**src/pkg/cccr_consts.svh**
```systemverilog
// Offsets, field positions, reset values and timing figures of the charger control registers
`ifndef CCCR_CONSTS_SVH
`define CCCR_CONSTS_SVH

`define CCCR_OFF_CTRL_TWO_TAIL   8'h11
`define CCCR_OFF_CTRL_THREE      8'h12
`define CCCR_OFF_CTRL_FOUR       8'h13

// Low field of the control two register
`define CCCR_B_SHIP_DLY_SKIP     0
`define CCCR_B_SHIP_ACT_LO       1
`define CCCR_B_SHIP_ACT_HI       2
`define CCCR_RST_TAIL            3'h0

// Control three register
`define CCCR_B_GATE_KILL         7
`define CCCR_B_REV_BOOST         6
`define CCCR_B_REV_PSKIP_OFF     5
`define CCCR_B_FWD_PSKIP_OFF     4
`define CCCR_B_WAKE_HOLD_SEL     3
`define CCCR_B_PRECHG_LIN_OFF    2
`define CCCR_B_REV_OOA_OFF       1
`define CCCR_B_FWD_OOA_OFF       0
`define CCCR_RST_THREE           8'h00
// Bits of control three cleared by host timer expiry
`define CCCR_WD_MASK_THREE       8'h66

// Control four register
`define CCCR_B_PATH_TWO_ON       7
`define CCCR_B_PATH_ONE_ON       6
`define CCCR_B_SW_RATE           5
`define CCCR_B_STAT_OFF          4
`define CCCR_B_SYS_SHORT_OFF     3
`define CCCR_B_REV_UV_OFF        2
`define CCCR_B_LIMIT_TRIG        1
`define CCCR_B_IN_OCP_ON         0
`define CCCR_RST_FOUR            8'h01
`define CCCR_WD_MASK_FOUR        8'h10

// Timing figures
`define CCCR_CLK_NS              5
`define CCCR_MS_NS               1000000
`define CCCR_SHIP_DELAY_S        10
`define CCCR_WAKE_LONG_S         1
`define CCCR_WAKE_SHORT_MS       15
`define CCCR_WDOG_S              40
`define CCCR_MS_PER_S            1000

`endif

```
**src/pkg/cccr_pkg.sv**
```systemverilog
// Types shared by the charger control register bank
package cccr_pkg;

   typedef enum logic [1:0] {
      CCCR_ACT_IDLE,
      CCCR_ACT_SHUTDOWN,
      CCCR_ACT_SHIP,
      CCCR_ACT_SYS_RESET
   } cccr_ship_act_t;

   typedef enum logic [1:0] {
      CCCR_DET_IDLE,
      CCCR_DET_REQ,
      CCCR_DET_WAIT
   } cccr_det_state_t;

endpackage : cccr_pkg

```
**src/rtl/cccr_regs.sv**
```systemverilog
// Charger control configuration register bank with ship, wake, watchdog and limit detection
// What this block does
// - Ship action waits 10 s unless skipped
// - Gate kill forces both path enables low
// - Reverse boost enable, watchdog and reset cleared
// - Reverse pulse-skip off, watchdog and reset cleared
// - Forward pulse-skip off, reset cleared only
// - Wake pin held low 1 s or 15 ms
// - Pre-charge linear off, watchdog and reset cleared
// - Reverse out-of-audio off, watchdog cleared
// - Forward out-of-audio off, reset cleared only
// - Path two enable, locked low when absent
// - Path one enable, locked low when absent
// - Switching rate bit loads from strap
// - Status pin off, watchdog and reset cleared
// - System short hiccup disable bit
// - Reverse undervoltage hiccup disable bit
// - Limit trigger accepted only above minimum system
// - Trigger pauses, measures, updates limit, self-clears
// - Input overcurrent guard, resets to one
// - Ship action codes idle, shutdown, ship, reset
// - Host timer expiry restores watchdog fields
`timescale 1ns/1ps
`include "cccr_consts.svh"

module cccr_regs #(
   parameter int CYCLES_PER_MS = `CCCR_MS_NS / `CCCR_CLK_NS,
   parameter int WDOG_MS       = `CCCR_WDOG_S * `CCCR_MS_PER_S,
   parameter int SHIP_DELAY_MS = `CCCR_SHIP_DELAY_S * `CCCR_MS_PER_S,
   parameter int WAKE_LONG_MS  = `CCCR_WAKE_LONG_S * `CCCR_MS_PER_S,
   parameter int WAKE_SHORT_MS = `CCCR_WAKE_SHORT_MS
) (
   input  wire logic                    clk,
   input  wire logic                    resetn,
   input  wire logic [7:0]              reg_addr,
   input  wire logic [7:0]              reg_wdata,
   input  wire logic                    reg_wr,
   input  wire logic                    reg_rd,
   output logic [7:0]                   reg_rdata,
   input  wire logic                    reg_reset,
   input  wire logic                    host_timer_kick,
   input  wire logic                    watchdog_enable,
   input  wire logic                    config_strap_pin,
   input  wire logic                    path_one_fitted,
   input  wire logic                    path_two_fitted,
   input  wire logic                    vbat_above_min_system,
   input  wire logic                    wake_pin,
   input  wire logic                    ship_mode_active,
   input  wire logic                    adc_done,
   input  wire logic [7:0]              adc_vbus_code,
   input  wire logic                    charge_status_level,
   output logic                         ship_action_fire,
   output cccr_pkg::cccr_ship_act_t     ship_action_code,
   output logic                         ship_exit,
   output logic                         watchdog_expired,
   output logic                         input_path_one_on,
   output logic                         input_path_two_on,
   output logic                         reverse_boost_enable,
   output logic                         reverse_pulse_skip_off,
   output logic                         forward_pulse_skip_off,
   output logic                         precharge_linear_off,
   output logic                         reverse_out_of_audio_off,
   output logic                         forward_out_of_audio_off,
   output logic                         switching_rate_select,
   output logic                         status_pin_o,
   output logic                         status_pin_oe,
   output logic                         system_short_hiccup_off,
   output logic                         reverse_undervoltage_hiccup_off,
   output logic                         input_overcurrent_guard_on,
   output logic                         converter_pause,
   output logic                         adc_measure_req,
   output logic [7:0]                   input_voltage_limit
);
   import cccr_pkg::*;

   localparam int MSW = $clog2(CYCLES_PER_MS + 1);
   localparam int TW  = 17;

   // Synchronisers: wake, strap, fitted one, fitted two, battery comparator
   logic [4:0]       sync1_q;
   logic [4:0]       sync2_q;
   logic             wake_low_s;
   logic             strap_s;
   logic             one_fit_s;
   logic             two_fit_s;
   logic             vbat_ok_s;

   logic [MSW-1:0]   ms_cnt_q;
   logic             ms_tick;
   logic [TW-1:0]    wd_cnt_q;
   logic             wd_expire_q;
   logic [1:0]       strap_wait_q;
   logic [2:0]       tail_q;
   logic [7:0]       three_q;
   logic [7:0]       four_q;
   logic [7:0]       four_d;
   logic [7:0]       rdata_q;
   logic [TW-1:0]    ship_cnt_q;
   logic             ship_busy_q;
   logic             ship_fire_q;
   logic [TW-1:0]    wake_cnt_q;
   logic             wake_exit_q;
   logic             stat_q;
   logic [7:0]       ivl_q;
   cccr_det_state_t  det_q;
   logic             wr_tail;
   logic             wr_three;
   logic             wr_four;
   logic             kill_next;
   logic             det_done;
   logic [TW-1:0]    wake_hold;

   always_ff @(posedge clk or negedge resetn) begin
      if (!resetn) begin
         sync1_q <= 5'h00;
         sync2_q <= 5'h00;
      end else begin
         sync1_q <= {~wake_pin, config_strap_pin, path_one_fitted, path_two_fitted,
                     vbat_above_min_system};
         sync2_q <= sync1_q;
      end
   end

   assign wake_low_s = sync2_q[4];
   assign strap_s    = sync2_q[3];
   assign one_fit_s  = sync2_q[2];
   assign two_fit_s  = sync2_q[1];
   assign vbat_ok_s  = sync2_q[0];

   assign wr_tail  = reg_wr && (reg_addr == `CCCR_OFF_CTRL_TWO_TAIL);
   assign wr_three = reg_wr && (reg_addr == `CCCR_OFF_CTRL_THREE);
   assign wr_four  = reg_wr && (reg_addr == `CCCR_OFF_CTRL_FOUR);

   // Millisecond enable so all long timers stay narrow
   always_ff @(posedge clk or negedge resetn) begin
      if (!resetn) begin
         ms_cnt_q <= '0;
      end else if (ms_cnt_q == MSW'(CYCLES_PER_MS - 1)) begin
         ms_cnt_q <= '0;
      end else begin
         ms_cnt_q <= ms_cnt_q + MSW'(1);
      end
   end
   assign ms_tick = (ms_cnt_q == MSW'(CYCLES_PER_MS - 1));

   // Host watchdog, restarted by a kick, a register reset or while disabled
   always_ff @(posedge clk or negedge resetn) begin
      if (!resetn) begin
         wd_cnt_q    <= '0;
         wd_expire_q <= 1'b0;
      end else begin
         wd_expire_q <= 1'b0;
         if (host_timer_kick || reg_reset || !watchdog_enable) begin
            wd_cnt_q <= '0;
         end else if (ms_tick) begin
            if (wd_cnt_q == TW'(WDOG_MS - 1)) begin
               wd_cnt_q    <= '0;
               wd_expire_q <= 1'b1;
            end else begin
               wd_cnt_q <= wd_cnt_q + TW'(1);
            end
         end
      end
   end

   // Strap is caught once the synchroniser has settled after release
   always_ff @(posedge clk or negedge resetn) begin
      if (!resetn) begin
         strap_wait_q <= 2'h0;
      end else if (strap_wait_q != 2'h3) begin
         strap_wait_q <= strap_wait_q + 2'h1;
      end
   end

   // Ship action field and its delay skip; only register reset clears them
   always_ff @(posedge clk or negedge resetn) begin
      if (!resetn) begin
         tail_q <= `CCCR_RST_TAIL;
      end else if (reg_reset) begin
         tail_q <= `CCCR_RST_TAIL;
      end else if (wr_tail) begin
         tail_q <= reg_wdata[2:0];
      end
   end

   assign kill_next = wr_three ? reg_wdata[`CCCR_B_GATE_KILL] : three_q[`CCCR_B_GATE_KILL];

   always_ff @(posedge clk or negedge resetn) begin
      if (!resetn) begin
         three_q <= `CCCR_RST_THREE;
      end else if (reg_reset) begin
         three_q <= `CCCR_RST_THREE;
      end else if (wr_three) begin
         three_q <= reg_wdata;
      end else if (wd_expire_q) begin
         three_q <= three_q & ~`CCCR_WD_MASK_THREE;
      end
   end

   // Next value of control four; path enables obey kill and fitting
   always_comb begin
      four_d = four_q;
      if (wr_four) begin
         four_d = {reg_wdata[7:2], four_q[`CCCR_B_LIMIT_TRIG], reg_wdata[0]};
         if (reg_wdata[`CCCR_B_LIMIT_TRIG] && vbat_ok_s) begin
            four_d[`CCCR_B_LIMIT_TRIG] = 1'b1;
         end
      end else if (wd_expire_q) begin
         four_d = four_q & ~`CCCR_WD_MASK_FOUR;
      end
      // Clear by the detector loses to a fresh accepted trigger
      if (det_done && !(wr_four && reg_wdata[`CCCR_B_LIMIT_TRIG] && vbat_ok_s)) begin
         four_d[`CCCR_B_LIMIT_TRIG] = 1'b0;
      end
      if (kill_next) begin
         four_d[`CCCR_B_PATH_TWO_ON] = 1'b0;
         four_d[`CCCR_B_PATH_ONE_ON] = 1'b0;
      end
      if (!two_fit_s) begin
         four_d[`CCCR_B_PATH_TWO_ON] = 1'b0;
      end
      if (!one_fit_s) begin
         four_d[`CCCR_B_PATH_ONE_ON] = 1'b0;
      end
      if (reg_reset) begin
         four_d = `CCCR_RST_FOUR;
         four_d[`CCCR_B_SW_RATE] = strap_s;
      end
      if (strap_wait_q == 2'h2) begin
         four_d[`CCCR_B_SW_RATE] = strap_s;
      end
   end

   always_ff @(posedge clk or negedge resetn) begin
      if (!resetn) begin
         four_q <= `CCCR_RST_FOUR;
      end else begin
         four_q <= four_d;
      end
   end

   // Read port: data one cycle after the strobe, unmapped offsets read zero
   always_ff @(posedge clk or negedge resetn) begin
      if (!resetn) begin
         rdata_q <= 8'h00;
      end else if (reg_rd) begin
         case (reg_addr)
            `CCCR_OFF_CTRL_TWO_TAIL: rdata_q <= {5'h00, tail_q};
            `CCCR_OFF_CTRL_THREE:    rdata_q <= three_q;
            `CCCR_OFF_CTRL_FOUR:     rdata_q <= four_q;
            default:                 rdata_q <= 8'h00;
         endcase
      end
   end
   assign reg_rdata = rdata_q;

   // Ship action timer; a new delayed write restarts it, a skip write fires at once, idle cancels it
   always_ff @(posedge clk or negedge resetn) begin
      if (!resetn) begin
         ship_busy_q <= 1'b0;
         ship_cnt_q  <= '0;
         ship_fire_q <= 1'b0;
      end else begin
         ship_fire_q <= 1'b0;
         if (reg_reset) begin
            ship_busy_q <= 1'b0;
         end else if (wr_tail) begin
            ship_cnt_q <= '0;
            if (reg_wdata[2:1] == 2'h0) begin
               ship_busy_q <= 1'b0;
            end else if (reg_wdata[`CCCR_B_SHIP_DLY_SKIP]) begin
               ship_busy_q <= 1'b0;
               ship_fire_q <= 1'b1;
            end else begin
               ship_busy_q <= 1'b1;
            end
         end else if (ship_busy_q && ms_tick) begin
            if (ship_cnt_q == TW'(SHIP_DELAY_MS - 1)) begin
               ship_busy_q <= 1'b0;
               ship_fire_q <= 1'b1;
            end else begin
               ship_cnt_q <= ship_cnt_q + TW'(1);
            end
         end
      end
   end
   assign ship_action_fire = ship_fire_q;
   assign ship_action_code = cccr_ship_act_t'(tail_q[2:1]);

   // Wake hold: a release before the full time restarts the count
   assign wake_hold = three_q[`CCCR_B_WAKE_HOLD_SEL] ? TW'(WAKE_SHORT_MS) : TW'(WAKE_LONG_MS);

   always_ff @(posedge clk or negedge resetn) begin
      if (!resetn) begin
         wake_cnt_q  <= '0;
         wake_exit_q <= 1'b0;
      end else begin
         wake_exit_q <= 1'b0;
         if (!(ship_mode_active && wake_low_s)) begin
            wake_cnt_q <= '0;
         end else if (ms_tick && wake_cnt_q < wake_hold) begin
            wake_cnt_q <= wake_cnt_q + TW'(1);
            if (wake_cnt_q == wake_hold - TW'(1)) begin
               wake_exit_q <= 1'b1;
            end
         end
      end
   end
   assign ship_exit = wake_exit_q;

   // Input limit detection: pause, ask for a measurement, store it
   always_ff @(posedge clk or negedge resetn) begin
      if (!resetn) begin
         det_q <= CCCR_DET_IDLE;
         ivl_q <= 8'h00;
      end else begin
         case (det_q)
            CCCR_DET_IDLE: begin
               if (four_q[`CCCR_B_LIMIT_TRIG]) begin
                  det_q <= CCCR_DET_REQ;
               end
            end
            CCCR_DET_REQ: begin
               det_q <= CCCR_DET_WAIT;
            end
            CCCR_DET_WAIT: begin
               if (adc_done) begin
                  ivl_q <= adc_vbus_code;
                  det_q <= CCCR_DET_IDLE;
               end
            end
            default: begin
               det_q <= CCCR_DET_IDLE;
            end
         endcase
      end
   end
   assign det_done            = (det_q == CCCR_DET_WAIT) && adc_done;
   assign converter_pause     = (det_q != CCCR_DET_IDLE);
   assign adc_measure_req     = (det_q == CCCR_DET_REQ);
   assign input_voltage_limit = ivl_q;

   // Status pin stays undriven while disabled
   always_ff @(posedge clk or negedge resetn) begin
      if (!resetn) begin
         stat_q <= 1'b0;
      end else begin
         stat_q <= charge_status_level;
      end
   end
   assign status_pin_o  = stat_q;
   assign status_pin_oe = ~four_q[`CCCR_B_STAT_OFF];

   assign watchdog_expired                = wd_expire_q;
   assign input_path_one_on               = four_q[`CCCR_B_PATH_ONE_ON];
   assign input_path_two_on               = four_q[`CCCR_B_PATH_TWO_ON];
   assign reverse_boost_enable            = three_q[`CCCR_B_REV_BOOST];
   assign reverse_pulse_skip_off          = three_q[`CCCR_B_REV_PSKIP_OFF];
   assign forward_pulse_skip_off          = three_q[`CCCR_B_FWD_PSKIP_OFF];
   assign precharge_linear_off            = three_q[`CCCR_B_PRECHG_LIN_OFF];
   assign reverse_out_of_audio_off        = three_q[`CCCR_B_REV_OOA_OFF];
   assign forward_out_of_audio_off        = three_q[`CCCR_B_FWD_OOA_OFF];
   assign switching_rate_select           = four_q[`CCCR_B_SW_RATE];
   assign system_short_hiccup_off         = four_q[`CCCR_B_SYS_SHORT_OFF];
   assign reverse_undervoltage_hiccup_off = four_q[`CCCR_B_REV_UV_OFF];
   assign input_overcurrent_guard_on      = four_q[`CCCR_B_IN_OCP_ON];
endmodule : cccr_regs

```
**config.mk**
```make
export PLATFORM = sky130hd
export DESIGN_NAME = cccr_regs
export DESIGN_NICKNAME = d
export VERILOG_FILES = /design/src/pkg/cccr_pkg.sv /design/src/rtl/cccr_regs.sv
export VERILOG_INCLUDE_DIRS = /design/src /design/src/pkg
export SDC_FILE = /design/constraint.sdc
export NUM_CORES = 1
export LEC_CHECK = 0
export ABC_AREA = 0
export BUFFER_PORTS_ARGS = -buffer_cell sky130_fd_sc_hd__clkbuf_2
export CORE_UTILIZATION = 40
export CTS_BUF_LIST = sky130_fd_sc_hd__clkbuf_4
export CTS_CLUSTER_DIAMETER = 80
export DETAILED_ROUTE_END_ITERATION = 10
export SETUP_SLACK_MARGIN = 0.15
export SLEW_MARGIN = 20
export SYNTH_ARGS = -nofsm -noshare
export SYNTH_HDL_FRONTEND = slang
export SYNTH_SLANG_ARGS = --single-unit
```
**constraint.sdc**
```tcl
create_clock -name clk -period 3.1 [get_ports clk]
set_clock_uncertainty 0.1 [all_clocks]
set_input_delay 0.31 -clock clk [delete_from_list [all_inputs] [get_ports clk]]
set_output_delay 0.31 -clock clk [all_outputs]
set_load 0.02 [all_outputs]
```
-- Yosys cells after proc, flatten, opt, wreduce, memory -nomap -nowiden
Cells that the tools add are included.
- word-level logic and storage cells: 133
- output and inout port bits: 37
- register bits after elaboration: 123
- $lt $le $gt $ge: 1
- bitwise logic cells: 3
- eq/ne operators: 17
- $add $sub $neg: 6
- mux-type cells: 47
- reduce and logical (&&, ||, !) cells: 35
- operator list (operator ; count):
    two-way mux 17 bit ; 8
    adder 17 x 1 -> 17 bit (second input constant) ; 3
    two-way mux 8 bit ; 4
    equality test 8 x 5 -> 1 bit (second input constant) ; 3
    two-way mux 1 bit ; 24
    case mux 8 bit (3 select lines) ; 1
    nonzero test 3 bit ; 7
    adder 18 x 1 -> 18 bit (second input constant) ; 1
    equality test 18 bit (second input constant) ; 1
    two-way mux 18 bit ; 1
    equality test 17 x 14 -> 1 bit (second input constant) ; 1
    equality test 17 x 16 -> 1 bit (second input constant) ; 1
    equality test 17 bit ; 1
    < comparator 17 x 10 -> 1 bit ; 1
    nonzero test 2 bit ; 6
    logical AND 1 bit ; 11
    subtractor 10 x 1 -> 11 bit (second input constant) ; 1
    two-way mux 10 bit ; 1
    != test 2 bit (second input constant) ; 4
    != test 4 x 2 -> 1 bit (second input constant) ; 2
    AND reduction 2 bit ; 4
    two-way mux 7 bit ; 1
    two-way mux 2 bit ; 3
    two-way mux 3 bit ; 2
    11 further kinds ; 17

-- Depth between registers and ports, before layout
- depth in word-level cells: 9
- mapped depth: 8
- gate-level depth less buffers: 7

-- Worst setup path after synthesis
No wires, ideal clock.
- kind: register -> register
- from: reg wd_cnt_q[6]
- to: reg wd_cnt_q[1]
- buffers on the path: 2
- required time: 2878 ps
- data arrival time: 1967 ps
- setup slack: 912 ps
- library setup time: 122 ps
- stages on the path, launching flop included: 7
- path through: dfrtp_1 > buf_2 > or4b_2 > nor3_4 > a21oi_1 > buf_2 > a32o_1
- longest elaborated chain between the ends: 4
- RTL lines (item ; RTL line ; RTL):
    start: declaration ; cccr_regs.sv:90 ; logic [TW-1:0] wd_cnt_q;
    start signal: assignment ; cccr_regs.sv:160 ; wd_cnt_q <= wd_cnt_q + TW'(1);
    equality test 17 x 16 -> 1 bit ; cccr_regs.sv:156 ; if (wd_cnt_q == TW'(WDOG_MS - 1)) begin
    two-way mux 17 bit ; cccr_regs.sv:156 ;
    two-way mux 17 bit ; cccr_regs.sv:155 ; end else if (ms_tick) begin
    two-way mux 17 bit ; cccr_regs.sv:153 ; if (host_timer_kick || reg_reset || !watchdog_enable) begin
Every way passes these cells. The select of a mux whose other input is x is not followed.
A chain may end at the register's enable or synchronous reset.

-- Final worst setup path
- from: reg three_q[3]
- to: reg wake_cnt_q[12]
- longest elaborated chain between the ends: 4
- RTL lines (item ; RTL line ; RTL):
    start: declaration ; cccr_regs.sv:94 ; logic [7:0] three_q;
    start signal: assignment ; cccr_regs.sv:190 ; three_q <= `CCCR_RST_THREE;
    start signal: assignment ; cccr_regs.sv:192 ; three_q <= `CCCR_RST_THREE;
    start signal: assignment ; cccr_regs.sv:194 ; three_q <= reg_wdata;
    two-way mux 10 bit ; cccr_regs.sv:291 ; assign wake_hold = three_q[`CCCR_B_WAKE_HOLD_SEL] ? TW'(WAKE_SHORT_MS) : TW'(WAKE_LONG_MS);
    < comparator 17 x 10 -> 1 bit ; cccr_regs.sv:301 ; end else if (ms_tick && wake_cnt_q < wake_hold) begin
    logical AND 1 bit ; cccr_regs.sv:301 ;
    != test 2 x 1 -> 1 bit (no source line) ; - ;
    end signal: assignment ; cccr_regs.sv:302 ; wake_cnt_q <= wake_cnt_q + TW'(1);
    end: declaration ; cccr_regs.sv:101 ; logic [TW-1:0] wake_cnt_q;
Every way passes these cells.

==> summary.txt <==
Synth
  • Area share of the largest cell type after synthesis: 50.3%
  • Post-synth EDFFs: 0
  • Area contributors post-synth: dfrtp_1 (50%), mux2i_1 (4.1%), nand2_1 (4.1%), a21oi_1 (2.9%), ha_1 (2.9%)
  • Syn_area_per_cell: 10.2 µm²
  • Mapped Cells: 597
  • Yosys reg bits: 123
  • Syn_nets: 650
  • Library cells used by synthesis: 61
  • Yosys warns: 0
  • Fraction of registers with async set/reset: 100%
  • Top cells by count, synth: dfrtp_1 (122), nand2_1 (66), a21oi_1 (35), nor2_1 (35), nand3_1 (33)
  • Most common cell in the netlist: dfrtp_1
  • Synth Flop Type: dfrtp_1
  • Post-synthesis sequential area ratio: 50.7%
  • Area leader, netlist: dfrtp_1
  • Cell area after synthesis: 0.00607 mm²

Power and ir drop
  • Maximum VDD drop: 0.309 mV
  • Leakage: 3.26 nW
  • Pwr dens: 401 mW/mm²

Detailed routing
  • DR DRC count: 16
  • Final wirelength: 14,000 µm
  • Via count: 4,958
  • Initial DRC count: 304
  • Routed Antenna Nets: 0
  • Via density per instance: 5.51
  • Drt pass-1 iters: 8
  • DR WL/cell: 15.5 µm

Place
  • # placed instances: 842
  • Final GP Congestion: 0.820
  • Buffers on Ports: 75
  • Hpwl dp: 9740 µm
  • Placed cell area: 0.00665 mm²

Clocking
  • Inserted Clock Buffers: 17
  • Clk slew on worst S/H paths: 120 ps
  • Skew-Pair Late Insertion Delay: 560 ps
  • CTS tree: done
  • CTS HTree Levels: 4
  • Clock Tree Buf Depth: 2
  • Root buffer cell: clkbuf_4
  • # clock sinks: 123

Global route
  • First-pass GRT wire length: 23,800 µm
  • Vias in the first global route: 4,909
  • Initial antenna violation count: 0
  • Largest net degree at the start of global routing: 53
  • GRT Overall Usage: 18.9%
  • Grt total ovfl: 0

Cells and area
  • Antenna cells: 0
  • Area delta synth->final: 18.5%
  • Fraction of layout cells with a size suffix above 1: 21.1%
  • Design area: 0.00719 mm²
  • Filler cell count: 1,342
  • Finished Layout Cells: 900
  • Final net count: 756

Die
  • Die Y: 125 µm
  • Die extent in x: 125 µm
  • Core Area: 0.0146 mm²
  • Die Area: 0.0157 mm²
  • Core Rows: 44
  • Initial Util: 41.4%
  • # IOs: 76

Worst setup path
  • Critical Path End Type: flip-flop
  • Worst Reg-to-Reg Cells: 6
  • Crit path launch type: flip-flop
  • WP data required: 3490 ps
  • Kind of critical path: reg -> reg
  • CP max FO: 19
  • Critical Path AT: 2940 ps

STA
  • Slew HR: 52.8%
  • Unrepaired setup endpoints after global routing: false
  • Setup TNS: 0 ps
  • Hold Vio Cnt, Final: 0
  • Period utilization: 82.1%
  • Final setup viols: 0
  • Fmax: 393 MHz
  • Max Slew Vio Count: 0
  • Tightest Pin Transition: 701 ps
  • Min Tclk post-route: 2540 ps

Outcome
  • Failing checks: design-rule violations
  • Status: complete, but fails checks

Min path
  • Worst hold-check path type: in -> reg
  • Hold Path Stages: 3

Flow run
  • Max-cap violations: 0
## path summary, 6_finish.rpt
check                           startpoint             end  slack [ps]
worst max-delay path            three_q[3]  wake_cnt_q[12]         560
worst min-delay path              adc_done        det_q[1]          40
worst max register to register  three_q[3]  wake_cnt_q[12]         560
worst min register to register  sync1_q[4]      sync2_q[4]         260
max in group asynchronous           resetn       four_q[0]        1880
min in group asynchronous           resetn        det_q[1]         240
## power by group
group / total, W / internal, W / switching (W)
Clock: 0.00112 / 0.000485 / 0.000639
Sequential: 0.00162 / 0.00161 / 0.00000554
Combinational: 0.000141 / 0.0000588 / 0.0000822
## registers in the layout (all words and copies together), names as in the netlist, 5 cells and up
register,count
three_q,8
four_q,8
ms_cnt_q,18
sync2_q,5
input_voltage_limit,8
ship_cnt_q,17
sync1_q,5
wd_cnt_q,17
reg_rdata,8
wake_cnt_q,17
## cells in the final DEF, fill, tap and decap left out, types with 14 or more instances in the layout
cell | synthesis | routed
o21ai_0 | 19 | 19
nand2_1 | 66 | 66
nor2_1 | 35 | 35
dlygate4sd3_1 | 0 | 26
ha_1 | 14 | 14
dfrtp_1 | 122 | 122
nand3_1 | 33 | 33
clkbuf_2 | 0 | 74
inv_1 | 23 | 23
nand4_1 | 18 | 18
a21oi_1 | 35 | 35
mux2i_1 | 25 | 25
clkbuf_4 | 0 | 18
## metal layers
metal	wire [µm]	GRT usage, %	vias up
met4	184	6.17	0
met2	6650	31.0	106
li1	-	-	2394
met3	573	5.09	19
met1	6560	24.2	2439
met5	0	0	-
## worst max-delay path, stage by stage, from the launching register on
cell and delay [ps]:
dfrtp_1 530, ha_1 370, nand3_1 110, or4_4 570, a21oi_4 390, or2_4 230, and3_2 170
## logic make-up after synthesis
group                      synth area share, %
AOI/OAI and AO/OA                         10.9
xor gates and xnor gates                  2.60
adders and majority gates                 2.89
buffers and inverters                     3.26
DFF                                       50.7
muxes                                     6.16
and+or+nand+nor                           23.5
## stage by stage
step	util, %	power, W	hold slack [ps]	worst slack, ps
global route	49.1	0.00301	66.2	441
finish	49.1	0.00289	38.9	556
detailed placement	45.4	0.00177	238	604
global placement	45.4	0.00177	234	692
CTS	49.1	0.00293	12.4	553
floorplan	-	0.00169	-85.6	912
## area by class of cell
type	count	area (µm²)	share of cell area, %
flip-flops and latches	123	3080	42.8
clock buffers	18	135	1.88
multi-input cells	428	2790	38.8
inverters	23	86.3	1.20
clock inverters	14	150	2.09
well taps	184	230	3.20
repair buffers	110	718	9.99
## repair_timing
item / 4_1_cts / 5_1_grt
setup buffers: 0 / 0
hold endpoints to repair: 94 / 0
hold buffers: 26 / 0
resized for setup: 0 / 0
Power figures use the tool's default switching activity.
